==> config.mk <==
export PLATFORM = sky130hd
export DESIGN_NAME = ldc_counters
export DESIGN_NICKNAME = d
export VERILOG_FILES = /design/src/ldc_counters.v
export VERILOG_INCLUDE_DIRS = /design/src
export SDC_FILE = /design/constraint.sdc
export NUM_CORES = 1
export LEC_CHECK = 0
export BUFFER_PORTS_ARGS = -buffer_cell sky130_fd_sc_hd__buf_2
export CAP_MARGIN = 25
export CORE_MARGIN = 2
export CORE_UTILIZATION = 45
export CTS_BUF_LIST = sky130_fd_sc_hd__clkbuf_4
export DETAILED_ROUTE_END_ITERATION = 10
export SLEW_MARGIN = 20
export SYNTH_ARGS = -nofsm -noshare
export SYNTH_HDL_FRONTEND = slang
export SYNTH_SLANG_ARGS = --single-unit
==> constraint.sdc <==
create_clock -name clk -period 3.8 [get_ports clk]
set_input_delay 0.76 -clock clk [delete_from_list [all_inputs] [get_ports clk]]
set_output_delay 0.76 -clock clk [all_outputs]
set_load 0.005 [all_outputs]
==> src/ldc_defines.vh <==
/*
 * Constants for the link diagnostic error counter block: byte positions
 * of the counter block, ack status codes, frame limits and retry timing.
 * Assumes a 25 MHz system clock; included by bare name.
 */
`ifndef LDC_DEFINES_VH
`define LDC_DEFINES_VH

// ****************************************************************
// Byte positions in the counter block
// ****************************************************************
`define LDC_ACK_CRC_ERROR_COUNT 5'h00
`define LDC_ACK_TIMEOUT_COUNT 5'h01
`define LDC_CONTENTION_COUNT 5'h02
`define LDC_BAD_ACK_STATUS_COUNT 5'h03
`define LDC_RETURNED_MESSAGE_COUNT 5'h04
`define LDC_REMOTE_MEMORY_FULL_COUNT 5'h05
`define LDC_MASTERSHIP_TIMEOUT_COUNT 5'h06
`define LDC_FAILED_HANDOVER_COUNT 5'h07
`define LDC_STATUS_FRAME_HEARD_COUNT 5'h08
`define LDC_SHORT_FRAME_COUNT 5'h09
`define LDC_BAD_DESTINATION_COUNT 5'h0A
`define LDC_RX_ACK_NO_BUFFER_COUNT 5'h0B
`define LDC_FRAME_CRC_ERROR_COUNT 5'h0C
`define LDC_OVERSIZE_MESSAGE_COUNT 5'h0D
`define LDC_NO_BUFFER_ARRIVAL_COUNT 5'h0E
`define LDC_DUPLICATE_FRAME_COUNT 5'h0F
`define LDC_ABORT_COUNT 5'h10
`define LDC_TX_MESSAGE_COUNT 5'h11
`define LDC_RX_MESSAGE_COUNT 5'h13
`define LDC_LAST_BYTE 5'h14
`define LDC_NUM_BYTE_COUNTERS 17
`define LDC_BLOCK_BITS 168

// ****************************************************************
// Counter reset and limits
// ****************************************************************
`define LDC_COUNT_RESET 8'h00
`define LDC_COUNT_MAX 8'hFF
`define LDC_WORD_RESET 16'h0000

// ****************************************************************
// Frame checks and acknowledgment status
// ****************************************************************
`define LDC_MIN_FRAME_BYTES 10'h006
`define LDC_MAX_MESSAGE_BYTES 10'h0FA
`define LDC_ACK_STATUS_OK 8'h00
`define LDC_ACK_STATUS_MEM_FULL 8'h01
`define LDC_MAX_RETRIES 3'h5

// ****************************************************************
// Timing
// ****************************************************************
`define LDC_CLK_HZ 25000000
`define LDC_HOLD_MS 500
// Half a second of 25 MHz clocks, sized to the 24-bit hold timer
`define LDC_HOLD_CYCLES 24'hBEBC20

`endif

==> src/ldc_counters.v <==
/*
 * Diagnostic error counters of a token-passing multidrop link station,
 * with the memory-full retry hold and a streamed counter-block reply.
 * Assumes one-cycle event pulses from the link driver, synchronous to clk.
 */
// How it works
// RULE1: bad CRC or I/O error on a received ack bumps byte 0.
// RULE2: ack wait expiry without an ack bumps byte 1.
// RULE3: detected link contention bumps byte 2, matching link error 93.
// RULE4: intact ack with nonzero status other than memory full bumps byte 3.
// RULE5: every message handed back to its sender bumps byte 4.
// RULE6: remote memory full bumps byte 5 and holds the message half a second.
// RULE7: at most five memory-full retries, then the message is returned.
// RULE8: taking mastership after the no-frame timeout bumps byte 6.
// RULE9: silent successor on handover resumes polling and bumps byte 7.
// RULE10: size checked before type, so byte 8 counts only status frames of six bytes or more.
// RULE11: frames under six bytes are rejected and bump byte 9.
// RULE12: status frames heard with recognizer disabled count as short frames.
// RULE13: wrong destination or source equal to destination bumps byte 10.
// RULE14: ack sent before a receive buffer was allocated bumps byte 11.
// RULE15: frames failing CRC are rejected and bump byte 12.
// RULE16: messages longer than 250 bytes bump byte 13.
// RULE17: a message arriving with no buffer allocated bumps byte 14.
// RULE18: a sender lacking an ack resends the frame as a duplicate.
// RULE19: repeated sequence and command/reply between polls is discarded, bumps byte 15.
// RULE20: a detected abort sequence bumps byte 16.
// RULE21: a 16-bit count of sent messages sits at byte 17.
// RULE22: a 16-bit count of received messages sits at byte 19.
// RULE23: a diagnostic read returns the whole block; request address is ignored.
// RULE24: byte counters saturate; everything clears to zero at reset.
`timescale 1ns/10ps
`default_nettype none
`include "ldc_defines.vh"

module ldc_counters #(
   parameter [23:0] HOLD_CYCLES = `LDC_HOLD_CYCLES
)
(
   // Clock and reset
   input wire clk,
   input wire rst_n,
   // Acknowledgment events
   input wire ack_crc_err,
   input wire ack_io_err,
   input wire ack_timeout,
   input wire ack_rx,
   input wire [7:0] ack_status,
   input wire ack_sent_no_buf,
   // Mastership events
   input wire contention,
   input wire master_grab,
   input wire handover_fail,
   input wire poll_seen,
   // Transmit side
   input wire msg_returned,
   input wire tx_success,
   // Receive frame check
   input wire frame_done,
   input wire frame_crc_ok,
   input wire [9:0] frame_len,
   input wire frame_is_status,
   input wire [7:0] frame_dst,
   input wire [7:0] frame_src,
   input wire [7:0] frame_seq,
   input wire frame_cmd_reply,
   input wire [7:0] station_addr,
   input wire addr_recog_en,
   input wire rx_buf_ready,
   input wire abort_seen,
   // Retry, polling and frame outcome
   output reg retry_go,
   output reg retry_return,
   output wire retry_waiting,
   output reg resume_polling,
   output reg frame_accept,
   output reg frame_discard,
   // Diagnostic read
   input wire diag_req,
   output wire diag_busy,
   output reg rsp_valid,
   output reg [7:0] rsp_data,
   output reg rsp_last,
   input wire rsp_ready
);

   // ****************************************************************
   // Frame classification
   // ****************************************************************
   wire crc_ok_frame;
   wire short_ev;
   wire status_ev;
   wire bad_dst_ev;
   wire msg_ok;
   wire oversize_ev;
   wire no_buf_ev;
   wire dup_ev;
   wire accept_ev;
   reg last_valid;
   reg [7:0] last_seq;
   reg last_cmd_reply;

   // RULE15 crc first
   assign crc_ok_frame = frame_done & frame_crc_ok;
   // RULE10 size before type
   // RULE11 short frames
   // RULE12 recognizer off
   assign short_ev = crc_ok_frame &
      ((frame_len < `LDC_MIN_FRAME_BYTES) | (~addr_recog_en & frame_is_status));
   // Only a status frame of six bytes or more reaches here
   assign status_ev = crc_ok_frame & ~short_ev & frame_is_status;
   // RULE13 address checks
   assign bad_dst_ev = crc_ok_frame & ~short_ev & ~frame_is_status &
      ((addr_recog_en & (frame_dst != station_addr)) | (frame_src == frame_dst));
   assign msg_ok = crc_ok_frame & ~short_ev & ~frame_is_status & ~bad_dst_ev;
   // RULE16 oversize message
   assign oversize_ev = msg_ok & (frame_len > `LDC_MAX_MESSAGE_BYTES);
   // RULE17 no buffer
   assign no_buf_ev = msg_ok & ~oversize_ev & ~rx_buf_ready;
   // RULE19 duplicate match
   // RULE18 resent frames
   assign dup_ev = msg_ok & ~oversize_ev & rx_buf_ready & last_valid &
      (frame_seq == last_seq) & (frame_cmd_reply == last_cmd_reply);
   assign accept_ev = msg_ok & ~oversize_ev & rx_buf_ready & ~dup_ev;

   // ****************************************************************
   // Duplicate tracking between polls
   // ****************************************************************
   // A poll in the same cycle as an accept still leaves the new entry
   always @(posedge clk or negedge rst_n)
   begin
      if (!rst_n)
      begin
         last_valid <= 1'b0;
         last_seq <= 8'h00;
         last_cmd_reply <= 1'b0;
      end
      else if (accept_ev)
      begin
         last_valid <= 1'b1;
         last_seq <= frame_seq;
         last_cmd_reply <= frame_cmd_reply;
      end
      else if (poll_seen)
      begin
         last_valid <= 1'b0;
      end
   end

   always @(posedge clk or negedge rst_n)
   begin
      if (!rst_n)
      begin
         frame_accept <= 1'b0;
         frame_discard <= 1'b0;
         resume_polling <= 1'b0;
      end
      else
      begin
         frame_accept <= accept_ev;
         frame_discard <= frame_done & ~accept_ev;
         // RULE9 resume polling
         resume_polling <= handover_fail;
      end
   end

   // ****************************************************************
   // Memory-full retry hold
   // ****************************************************************
   localparam [1:0] S_IDLE = 2'b01;
   localparam [1:0] S_WAIT = 2'b10;

   reg [1:0] state;
   reg [1:0] next_state;
   reg [23:0] hold_timer;
   reg [2:0] tries;
   wire mem_full_ev;
   wire exhaust_ev;
   wire start_hold;

   assign mem_full_ev = ack_rx & (ack_status == `LDC_ACK_STATUS_MEM_FULL);
   // RULE7 retry limit
   assign exhaust_ev = mem_full_ev & (state == S_IDLE) & (tries == `LDC_MAX_RETRIES);
   // RULE6 start half-second hold
   assign start_hold = mem_full_ev & (state == S_IDLE) & (tries != `LDC_MAX_RETRIES);
   assign retry_waiting = (state == S_WAIT);

   always @*
   begin
      case (state)
         S_IDLE:
         begin
            if (start_hold)
               next_state = S_WAIT;
            else
               next_state = S_IDLE;
         end
         S_WAIT:
         begin
            if (hold_timer == 24'h000000)
               next_state = S_IDLE;
            else
               next_state = S_WAIT;
         end
         default:
            next_state = S_IDLE;
      endcase
   end

   always @(posedge clk or negedge rst_n)
   begin
      if (!rst_n)
      begin
         state <= S_IDLE;
         hold_timer <= 24'h000000;
         tries <= 3'h0;
         retry_go <= 1'b0;
         retry_return <= 1'b0;
      end
      else
      begin
         state <= next_state;
         retry_go <= 1'b0;
         retry_return <= 1'b0;
         if (start_hold)
         begin
            hold_timer <= HOLD_CYCLES - 24'h000001;
         end
         else if (state == S_WAIT)
         begin
            if (hold_timer == 24'h000000)
            begin
               // RULE6 retry after hold
               retry_go <= 1'b1;
               tries <= tries + 3'h1;
            end
            else
            begin
               hold_timer <= hold_timer - 24'h000001;
            end
         end
         if (exhaust_ev)
         begin
            // RULE7 hand back to originator
            retry_return <= 1'b1;
            tries <= 3'h0;
         end
         else if (ack_rx & ~mem_full_ev & (state == S_IDLE))
         begin
            // Any other answer while idle ends this message's retry history
            tries <= 3'h0;
         end
      end
   end

   // ****************************************************************
   // Byte counters
   // ****************************************************************
   wire [16:0] cnt_ev;
   wire [`LDC_BLOCK_BITS-1:0] block;
   reg [15:0] tx_count;
   reg [15:0] rx_count;

   // RULE1 ack crc or io
   assign cnt_ev[0] = ack_crc_err | ack_io_err;
   // RULE2 ack timeout
   assign cnt_ev[1] = ack_timeout;
   // RULE3 contention
   assign cnt_ev[2] = contention;
   // RULE4 bad ack status
   assign cnt_ev[3] = ack_rx & (ack_status != `LDC_ACK_STATUS_OK) &
      (ack_status != `LDC_ACK_STATUS_MEM_FULL);
   // RULE5 returned messages
   assign cnt_ev[4] = msg_returned | exhaust_ev;
   // RULE6 memory full
   assign cnt_ev[5] = mem_full_ev;
   // RULE8 mastership grab
   assign cnt_ev[6] = master_grab;
   // RULE9 failed handover
   assign cnt_ev[7] = handover_fail;
   assign cnt_ev[8] = status_ev;
   assign cnt_ev[9] = short_ev;
   assign cnt_ev[10] = bad_dst_ev;
   // RULE14 ack without buffer
   assign cnt_ev[11] = ack_sent_no_buf;
   assign cnt_ev[12] = frame_done & ~frame_crc_ok;
   assign cnt_ev[13] = oversize_ev;
   assign cnt_ev[14] = no_buf_ev;
   assign cnt_ev[15] = dup_ev;
   // RULE20 abort sequence
   assign cnt_ev[16] = abort_seen;

   genvar gi;
   generate
      for (gi = 0; gi < `LDC_NUM_BYTE_COUNTERS; gi = gi + 1)
      begin : g_cnt
         reg [7:0] count;
         // RULE24 saturate and clear
         always @(posedge clk or negedge rst_n)
         begin
            if (!rst_n)
               count <= `LDC_COUNT_RESET;
            else if (cnt_ev[gi] && (count != `LDC_COUNT_MAX))
               count <= count + 8'h01;
         end
         assign block[gi*8 +: 8] = count;
      end
   endgenerate

   // Word counters wrap: a saturated traffic count says little
   always @(posedge clk or negedge rst_n)
   begin
      if (!rst_n)
      begin
         tx_count <= `LDC_WORD_RESET;
         rx_count <= `LDC_WORD_RESET;
      end
      else
      begin
         // RULE21 sent messages
         if (tx_success)
            tx_count <= tx_count + 16'h0001;
         // RULE22 received messages
         if (accept_ev)
            rx_count <= rx_count + 16'h0001;
      end
   end

   // Low byte first in each word
   assign block[`LDC_TX_MESSAGE_COUNT*8 +: 16] = tx_count;
   assign block[`LDC_RX_MESSAGE_COUNT*8 +: 16] = rx_count;

   // ****************************************************************
   // Diagnostic read reply
   // ****************************************************************
   reg [4:0] idx;
   wire [4:0] idx_next;
   wire [7:0] byte_next;

   assign diag_busy = rsp_valid;
   assign idx_next = idx + 5'h01;
   // Live values: a count may move while the block streams out
   assign byte_next = block[{idx_next, 3'b000} +: 8];

   always @(posedge clk or negedge rst_n)
   begin
      if (!rst_n)
      begin
         rsp_valid <= 1'b0;
         rsp_data <= 8'h00;
         rsp_last <= 1'b0;
         idx <= 5'h00;
      end
      else if (!rsp_valid)
      begin
         // RULE23 whole block per request
         if (diag_req)
         begin
            rsp_valid <= 1'b1;
            rsp_data <= block[7:0];
            rsp_last <= 1'b0;
            idx <= 5'h00;
         end
      end
      else if (rsp_ready)
      begin
         if (idx == `LDC_LAST_BYTE)
         begin
            rsp_valid <= 1'b0;
            rsp_last <= 1'b0;
         end
         else
         begin
            idx <= idx_next;
            rsp_data <= byte_next;
            rsp_last <= (idx_next == `LDC_LAST_BYTE);
         end
      end
   end

endmodule // ldc_counters
`default_nettype wire

======== Word-level counts from Yosys, hierarchy flattened ========
Index checks and enable logic that the tools add are counted.
Widths: inputs -> output; s select.
word-level totals
  bits in registers ....................... 227
  latch bits .............................. 0
  memory bits (writable) .................. 0
  memory bits (read-only) ................. 0
  bits of input ports ..................... 72
  output and inout bits ................... 17
  word-level logic and storage cells ...... 194
  memories kept ........................... 0
operators by class
  $add $sub $neg .......................... 22
  multipliers ............................. 0
  divide/modulo/power cells ............... 0
  $lt $le $gt $ge ......................... 2
  equal/unequal tests ..................... 33
  shift operators ......................... 1
  multiplexer cells ....................... 33
  bitwise gates (word level) .............. 41
  reductions and logical operators ........ 28
operators with widths
  operator               number
  $shiftx 168x9->8       1
  $add 8x1->8 const B    17
  $ne 8x8->1 const B     17
  $mux 24                3
  $add 16x1->16 const B  2
  $mux 8                 4
  $and 1x1->1            27
  $logic_not 24->1       1
  $sub 24x1->24 const B  1
  $mux 5                 4
  $logic_and 1x1->1      17
  $eq 8x8->1             2
  $mux 3                 5
  $mux 1                 14
  $eq 5x5->1 const B     2
  $gt 10x8->1 const B    1
  $lt 10x3->1 const B    1
  $not 1->1              10
  $eq 8x1->1 const B     1
  $ne 8x1->1 const B     1
  $ne 8x8->1             1
  $reduce_bool 8->1      1
  $reduce_and 3->1       2
  $reduce_bool 2->1      3
  other kinds (15)       22

======== Depth between registers and ports, before layout ========
  word-level depth ........................ 21
  mapped depth ............................ 10
  depth with buffers taken out ............ 8

======== Worst setup path before layout ========
OpenSTA, ideal clock, no wires.
  kind .................................... register to register
  from .................................... register idx[0]
  to ...................................... register rsp_data[0]
  setup time .............................. 0.133 ns
  arrival ................................. 2.964 ns
  data required time ...................... 3.667 ns
  setup slack ............................. 0.703 ns
  cell stages (with the launch flop) ...... 11
  buffers on the path ..................... 3
  clock period less this slack ............ 3.097 ns
  cells stage by stage .................... dfrtp_1 clkbuf_1 clkinv_1 ha_1 buf_1 buf_1 mux4_2 nand2_1 a21oi_1 a2111oi_0 nor2_1
between the ends
  longest elaborated chain between the ends .. 5
  elaborated cells between the ends (all ways) .. 8
  those cells by class .................... add/sub (1); eq/ne (2); shift (1); mux (3); reduce/logical (1)
RTL lines
  element                   line                source
  start: declaration        ldc_counters.v:335  reg [4:0] idx;
  start signal: assignment  ldc_counters.v:373  idx <= idx_next;
  $add 5x1->5               ldc_counters.v:340  assign idx_next = idx + 5'h01;
  $shiftx 168x9->8          ldc_counters.v:342  assign byte_next = block[{idx_next, 3'b000} +: 8];
  $mux 8                    ldc_counters.v:366  if (idx == `LDC_LAST_BYTE)
  $mux 8                    ldc_counters.v:364  else if (rsp_ready)
  $mux 8                    ldc_counters.v:353  else if (!rsp_valid)
  end signal: assignment    ldc_counters.v:359  rsp_data <= block[7:0];
  end signal: assignment    ldc_counters.v:374  rsp_data <= byte_next;
  end: declaration          ldc_counters.v:81   output reg [7:0] rsp_data,
Parallel ways exist; a longest one is shown, timed or not. The select of a mux whose other input is x is not followed.
A chain may end at the register's enable or synchronous reset.

======== Worst setup path in the final report ========
  from .................................... register idx[0]
  to ...................................... register rsp_data[1]
Same word-level chain as after synthesis.

==> run metrics <==
number of nets at the end of the flow 1326; Worst R2R Path Depth 8; GRT Resource Usage Total 0.204; CTS clock-pin slew for the worst setup and hold paths 0.06 ns; number of max-slew violations in the final report 0; number of clock sinks seen by CTS 227; final antenna-violating net count 0; DR DRC count 0; mean post-synth cell area between 10 and 15 um^2; run status finished clean; worst-path fanout max 20; buffers added on ports 88; post-CTS setup buffer count 0; type of element launching the critical path flop; Period Utilization, post-route 0.833; IO Pins between 80 and 90; dpl hpwl 20100 um; starting utilization of the core area 0.458; last weighted congestion value of the routability-driven placer 0.838; Resized cells post-CTS 0; max-capacitance violation count 0; fraction of registers with async set or reset after synthesis 1.00; worst reg-to-reg setup slack 0.64 ns; placement row count just under 60; routed vias 8787; Setup-failing EPs final 0; share of layout cells above drive strength 1 0.218; commonest non-fill, non-tap cell in the layout sky130_fd_sc_hd__dfrtp_1; sequential cell area fraction in the yosys report 0.476; Peak supply drop 0.331 mV; CTS tree built; static leakage 6.04 nW; area overhead of the layout relative to synthesis 13.4%; Iteration-0 DRC Markers 656; most frequent cells in the layout sky130_fd_sc_hd__dfrtp_1 (225), sky130_fd_sc_hd__xnor2_1 (125), sky130_fd_sc_hd__nand2_1 (117); post-layout total power 8.49 mW; Crit Path Class reg -> reg; Die Y-Extent roughly 170 um; wire length of the first global-routing pass between 40000 and 50000 um; Wirelength per Cell 17.1 um; first-pass detailed-route iteration total 5; CP Capture Type flop; Total Die Area approximately 28000 um^2; Warnings, synthesis 0; headroom to the max-slew limit 0.350; routed vias/inst 5.47; destination of the worst register-to-register timing path rsp_data[1]; syn nets between 1000 and 1500; post-synthesis cell count around 1100; number of library cell types mapped by synthesis 62; busiest layer in global routing met1; maximum count of clock buffers along a single path 3; total negative slack 0 ns; combined area of all synthesized cells roughly 12000 um^2; RSZ-0062 raised after global routing false; number of flip-flops and latches in the synthesized netlist 227; number of flops mapped to enable cells by yosys 0; FF-to-FF Start idx[0]; number of levels the H-tree was split into 3; Fin. Hold Viols 0; endpoint arrival time on the critical path 3.66 ns; met1 routing resource usage after global routing 0.301; Inserted Clock Buffers between 60 and 70; total congestion overflow after global routing 0; final standard cell utilization of the core 0.520; Root Buffer sky130_fd_sc_hd__clkbuf_4; insertion delay of the later-clocked pin in the worst-skew pair between 0.6 and 0.7 ns; grt met2 use 0.297; Worst-Margin Slew 0.969 ns; via count of the first global-routing pass 8803; worst hold-check path type in -> async; met3 Track Usage GR 0.0459; maximum number of pins on one net before global-route repair 86; width of the die about 170 um; clock tree skew after final layout 0.0409 ns; CORE AREA 26100 um^2; number of buffers added to fix hold violations after cts 0; required time at the worst-slack endpoint 4.29 ns; maximum frequency from static timing analysis 0.316 GHz; Final Routed Wirelength between 20000 and 30000 um; clock period minus final worst setup slack 3.16 ns; most common flop cell mapped by yosys sky130_fd_sc_hd__dfrtp_1; antenna violations before repair 2; Power Dens Cells 627 nW/um^2
-- Yosys cell counts, drive strengths merged (3+ instances only) --
library cell	instances	area [um^2]
nand3	60	300
a31oi	6	37.5
and4	10	87.6
ha	27	338
a2111oi	5	43.8
mux2	32	360
inv	25	93.8
mux2i	14	140
o22ai	7	43.8
nand4	48	315
nor3	31	165
mux4	33	743
xnor2	126	1110
or3	7	48.8
xor2	66	578
o21ai	25	125
nand2b	5	31.3
clkbuf	18	67.6
buf	14	76.3
or4	3	22.5
a311oi	4	41.3
dfrtp	226	5660
and2	6	37.5
nor4	13	93.8
nand2	117	439
and3	34	213
o21a	5	37.5
o211ai	3	22.5
nor2	66	248
a21oi	29	145
-- final cells by class --
cell class	count	area (um^2)
antenna	3	7.51
clock buffer	97	728
clock inverter	12	46.3
fill	2378	12500
inverter	26	97.6
multi-input combinational	808	6030
sequential	227	5680
tap	335	419
timing repair buffer	98	538
-- report_power, final --
part / internal, mW / leakage (nW) / switching, mW
Clock: 1.16 / 0.470 / 1.02
Combinational: 1.28 / 2.73 / 1.18
Sequential: 2.97 / 2.84 / 0.884
Total: 5.41 / 6.04 / 3.08
-- sequential cells by signal, summed over array words and instances (netlist names) --
name and flops:
diag_busy 1, frame_accept 1, frame_discard 1, g_cnt.count 136, hold_timer 24, idx 5, last_cmd_reply 1, last_seq 8
last_valid 1, resume_polling 1, retry_go 1, retry_return 1, rsp_data 8, rsp_last 1, rx_count 16, state 2
tries 3, tx_count 16
-- through the flow --
step | hold WS (ns) | worst slack, ns | cell area (um^2) | instances
after floorplan | 0.445 | 0.703 | 11900 | 1093
after global placement | 0.461 | 0.807 | 12800 | 1494
after detailed placement | 0.467 | 0.695 | 12800 | 1494
after CTS | 0.109 | 0.682 | 13500 | 1603
after global routing | 0.114 | 0.426 | 13600 | 1606
final | 0.110 | 0.636 | 13600 | 1606
-- routing by layer --
metal  vias up  share of wire
met5         -              0
met4         0          0.022
met3        53          0.062
met2       243           0.44
met1      4265           0.48
li1       4226              -
-- cell families (layout without fill, tap and decap cells) --
group	after synthesis	count (layout)	synth area share
compound gates	105	105	0.0596
flops	227	227	0.476
mux	79	79	0.104
xor+xnor	192	192	0.141
other cells	0	3	0
buf+inv	58	233	0.0202
fa+ha+maj	27	27	0.0283
simple gates	405	405	0.171
-- critical path, stage by stage (launching register included) --
cell and delay [ns]:
sky130_fd_sc_hd__dfrtp_2 0.59, sky130_fd_sc_hd__ha_1 0.38, sky130_fd_sc_hd__xnor2_2 0.53, sky130_fd_sc_hd__buf_4 0.33
sky130_fd_sc_hd__mux2_2 0.36, sky130_fd_sc_hd__a21oi_1 0.14, sky130_fd_sc_hd__o22ai_1 0.11, sky130_fd_sc_hd__a2111oi_0 0.46
sky130_fd_sc_hd__nor2_1 0.09
-- worst max-delay path by stage --
stage          startpoint  slack (ns)  depth (start not counted)     endpoint
2_1_floorplan      idx[0]        0.70                         10  rsp_data[0]
3_3_place_gp       idx[0]        0.81                          8  rsp_data[6]
3_5_place_dp       idx[0]        0.69                          8  rsp_data[1]
4_1_cts            idx[0]        0.68                          8  rsp_data[1]
5_1_grt            idx[0]        0.43                          8  rsp_data[0]
6_report           idx[0]        0.64                          8  rsp_data[1]
Note: power is estimated with default switching activity, not from simulation.
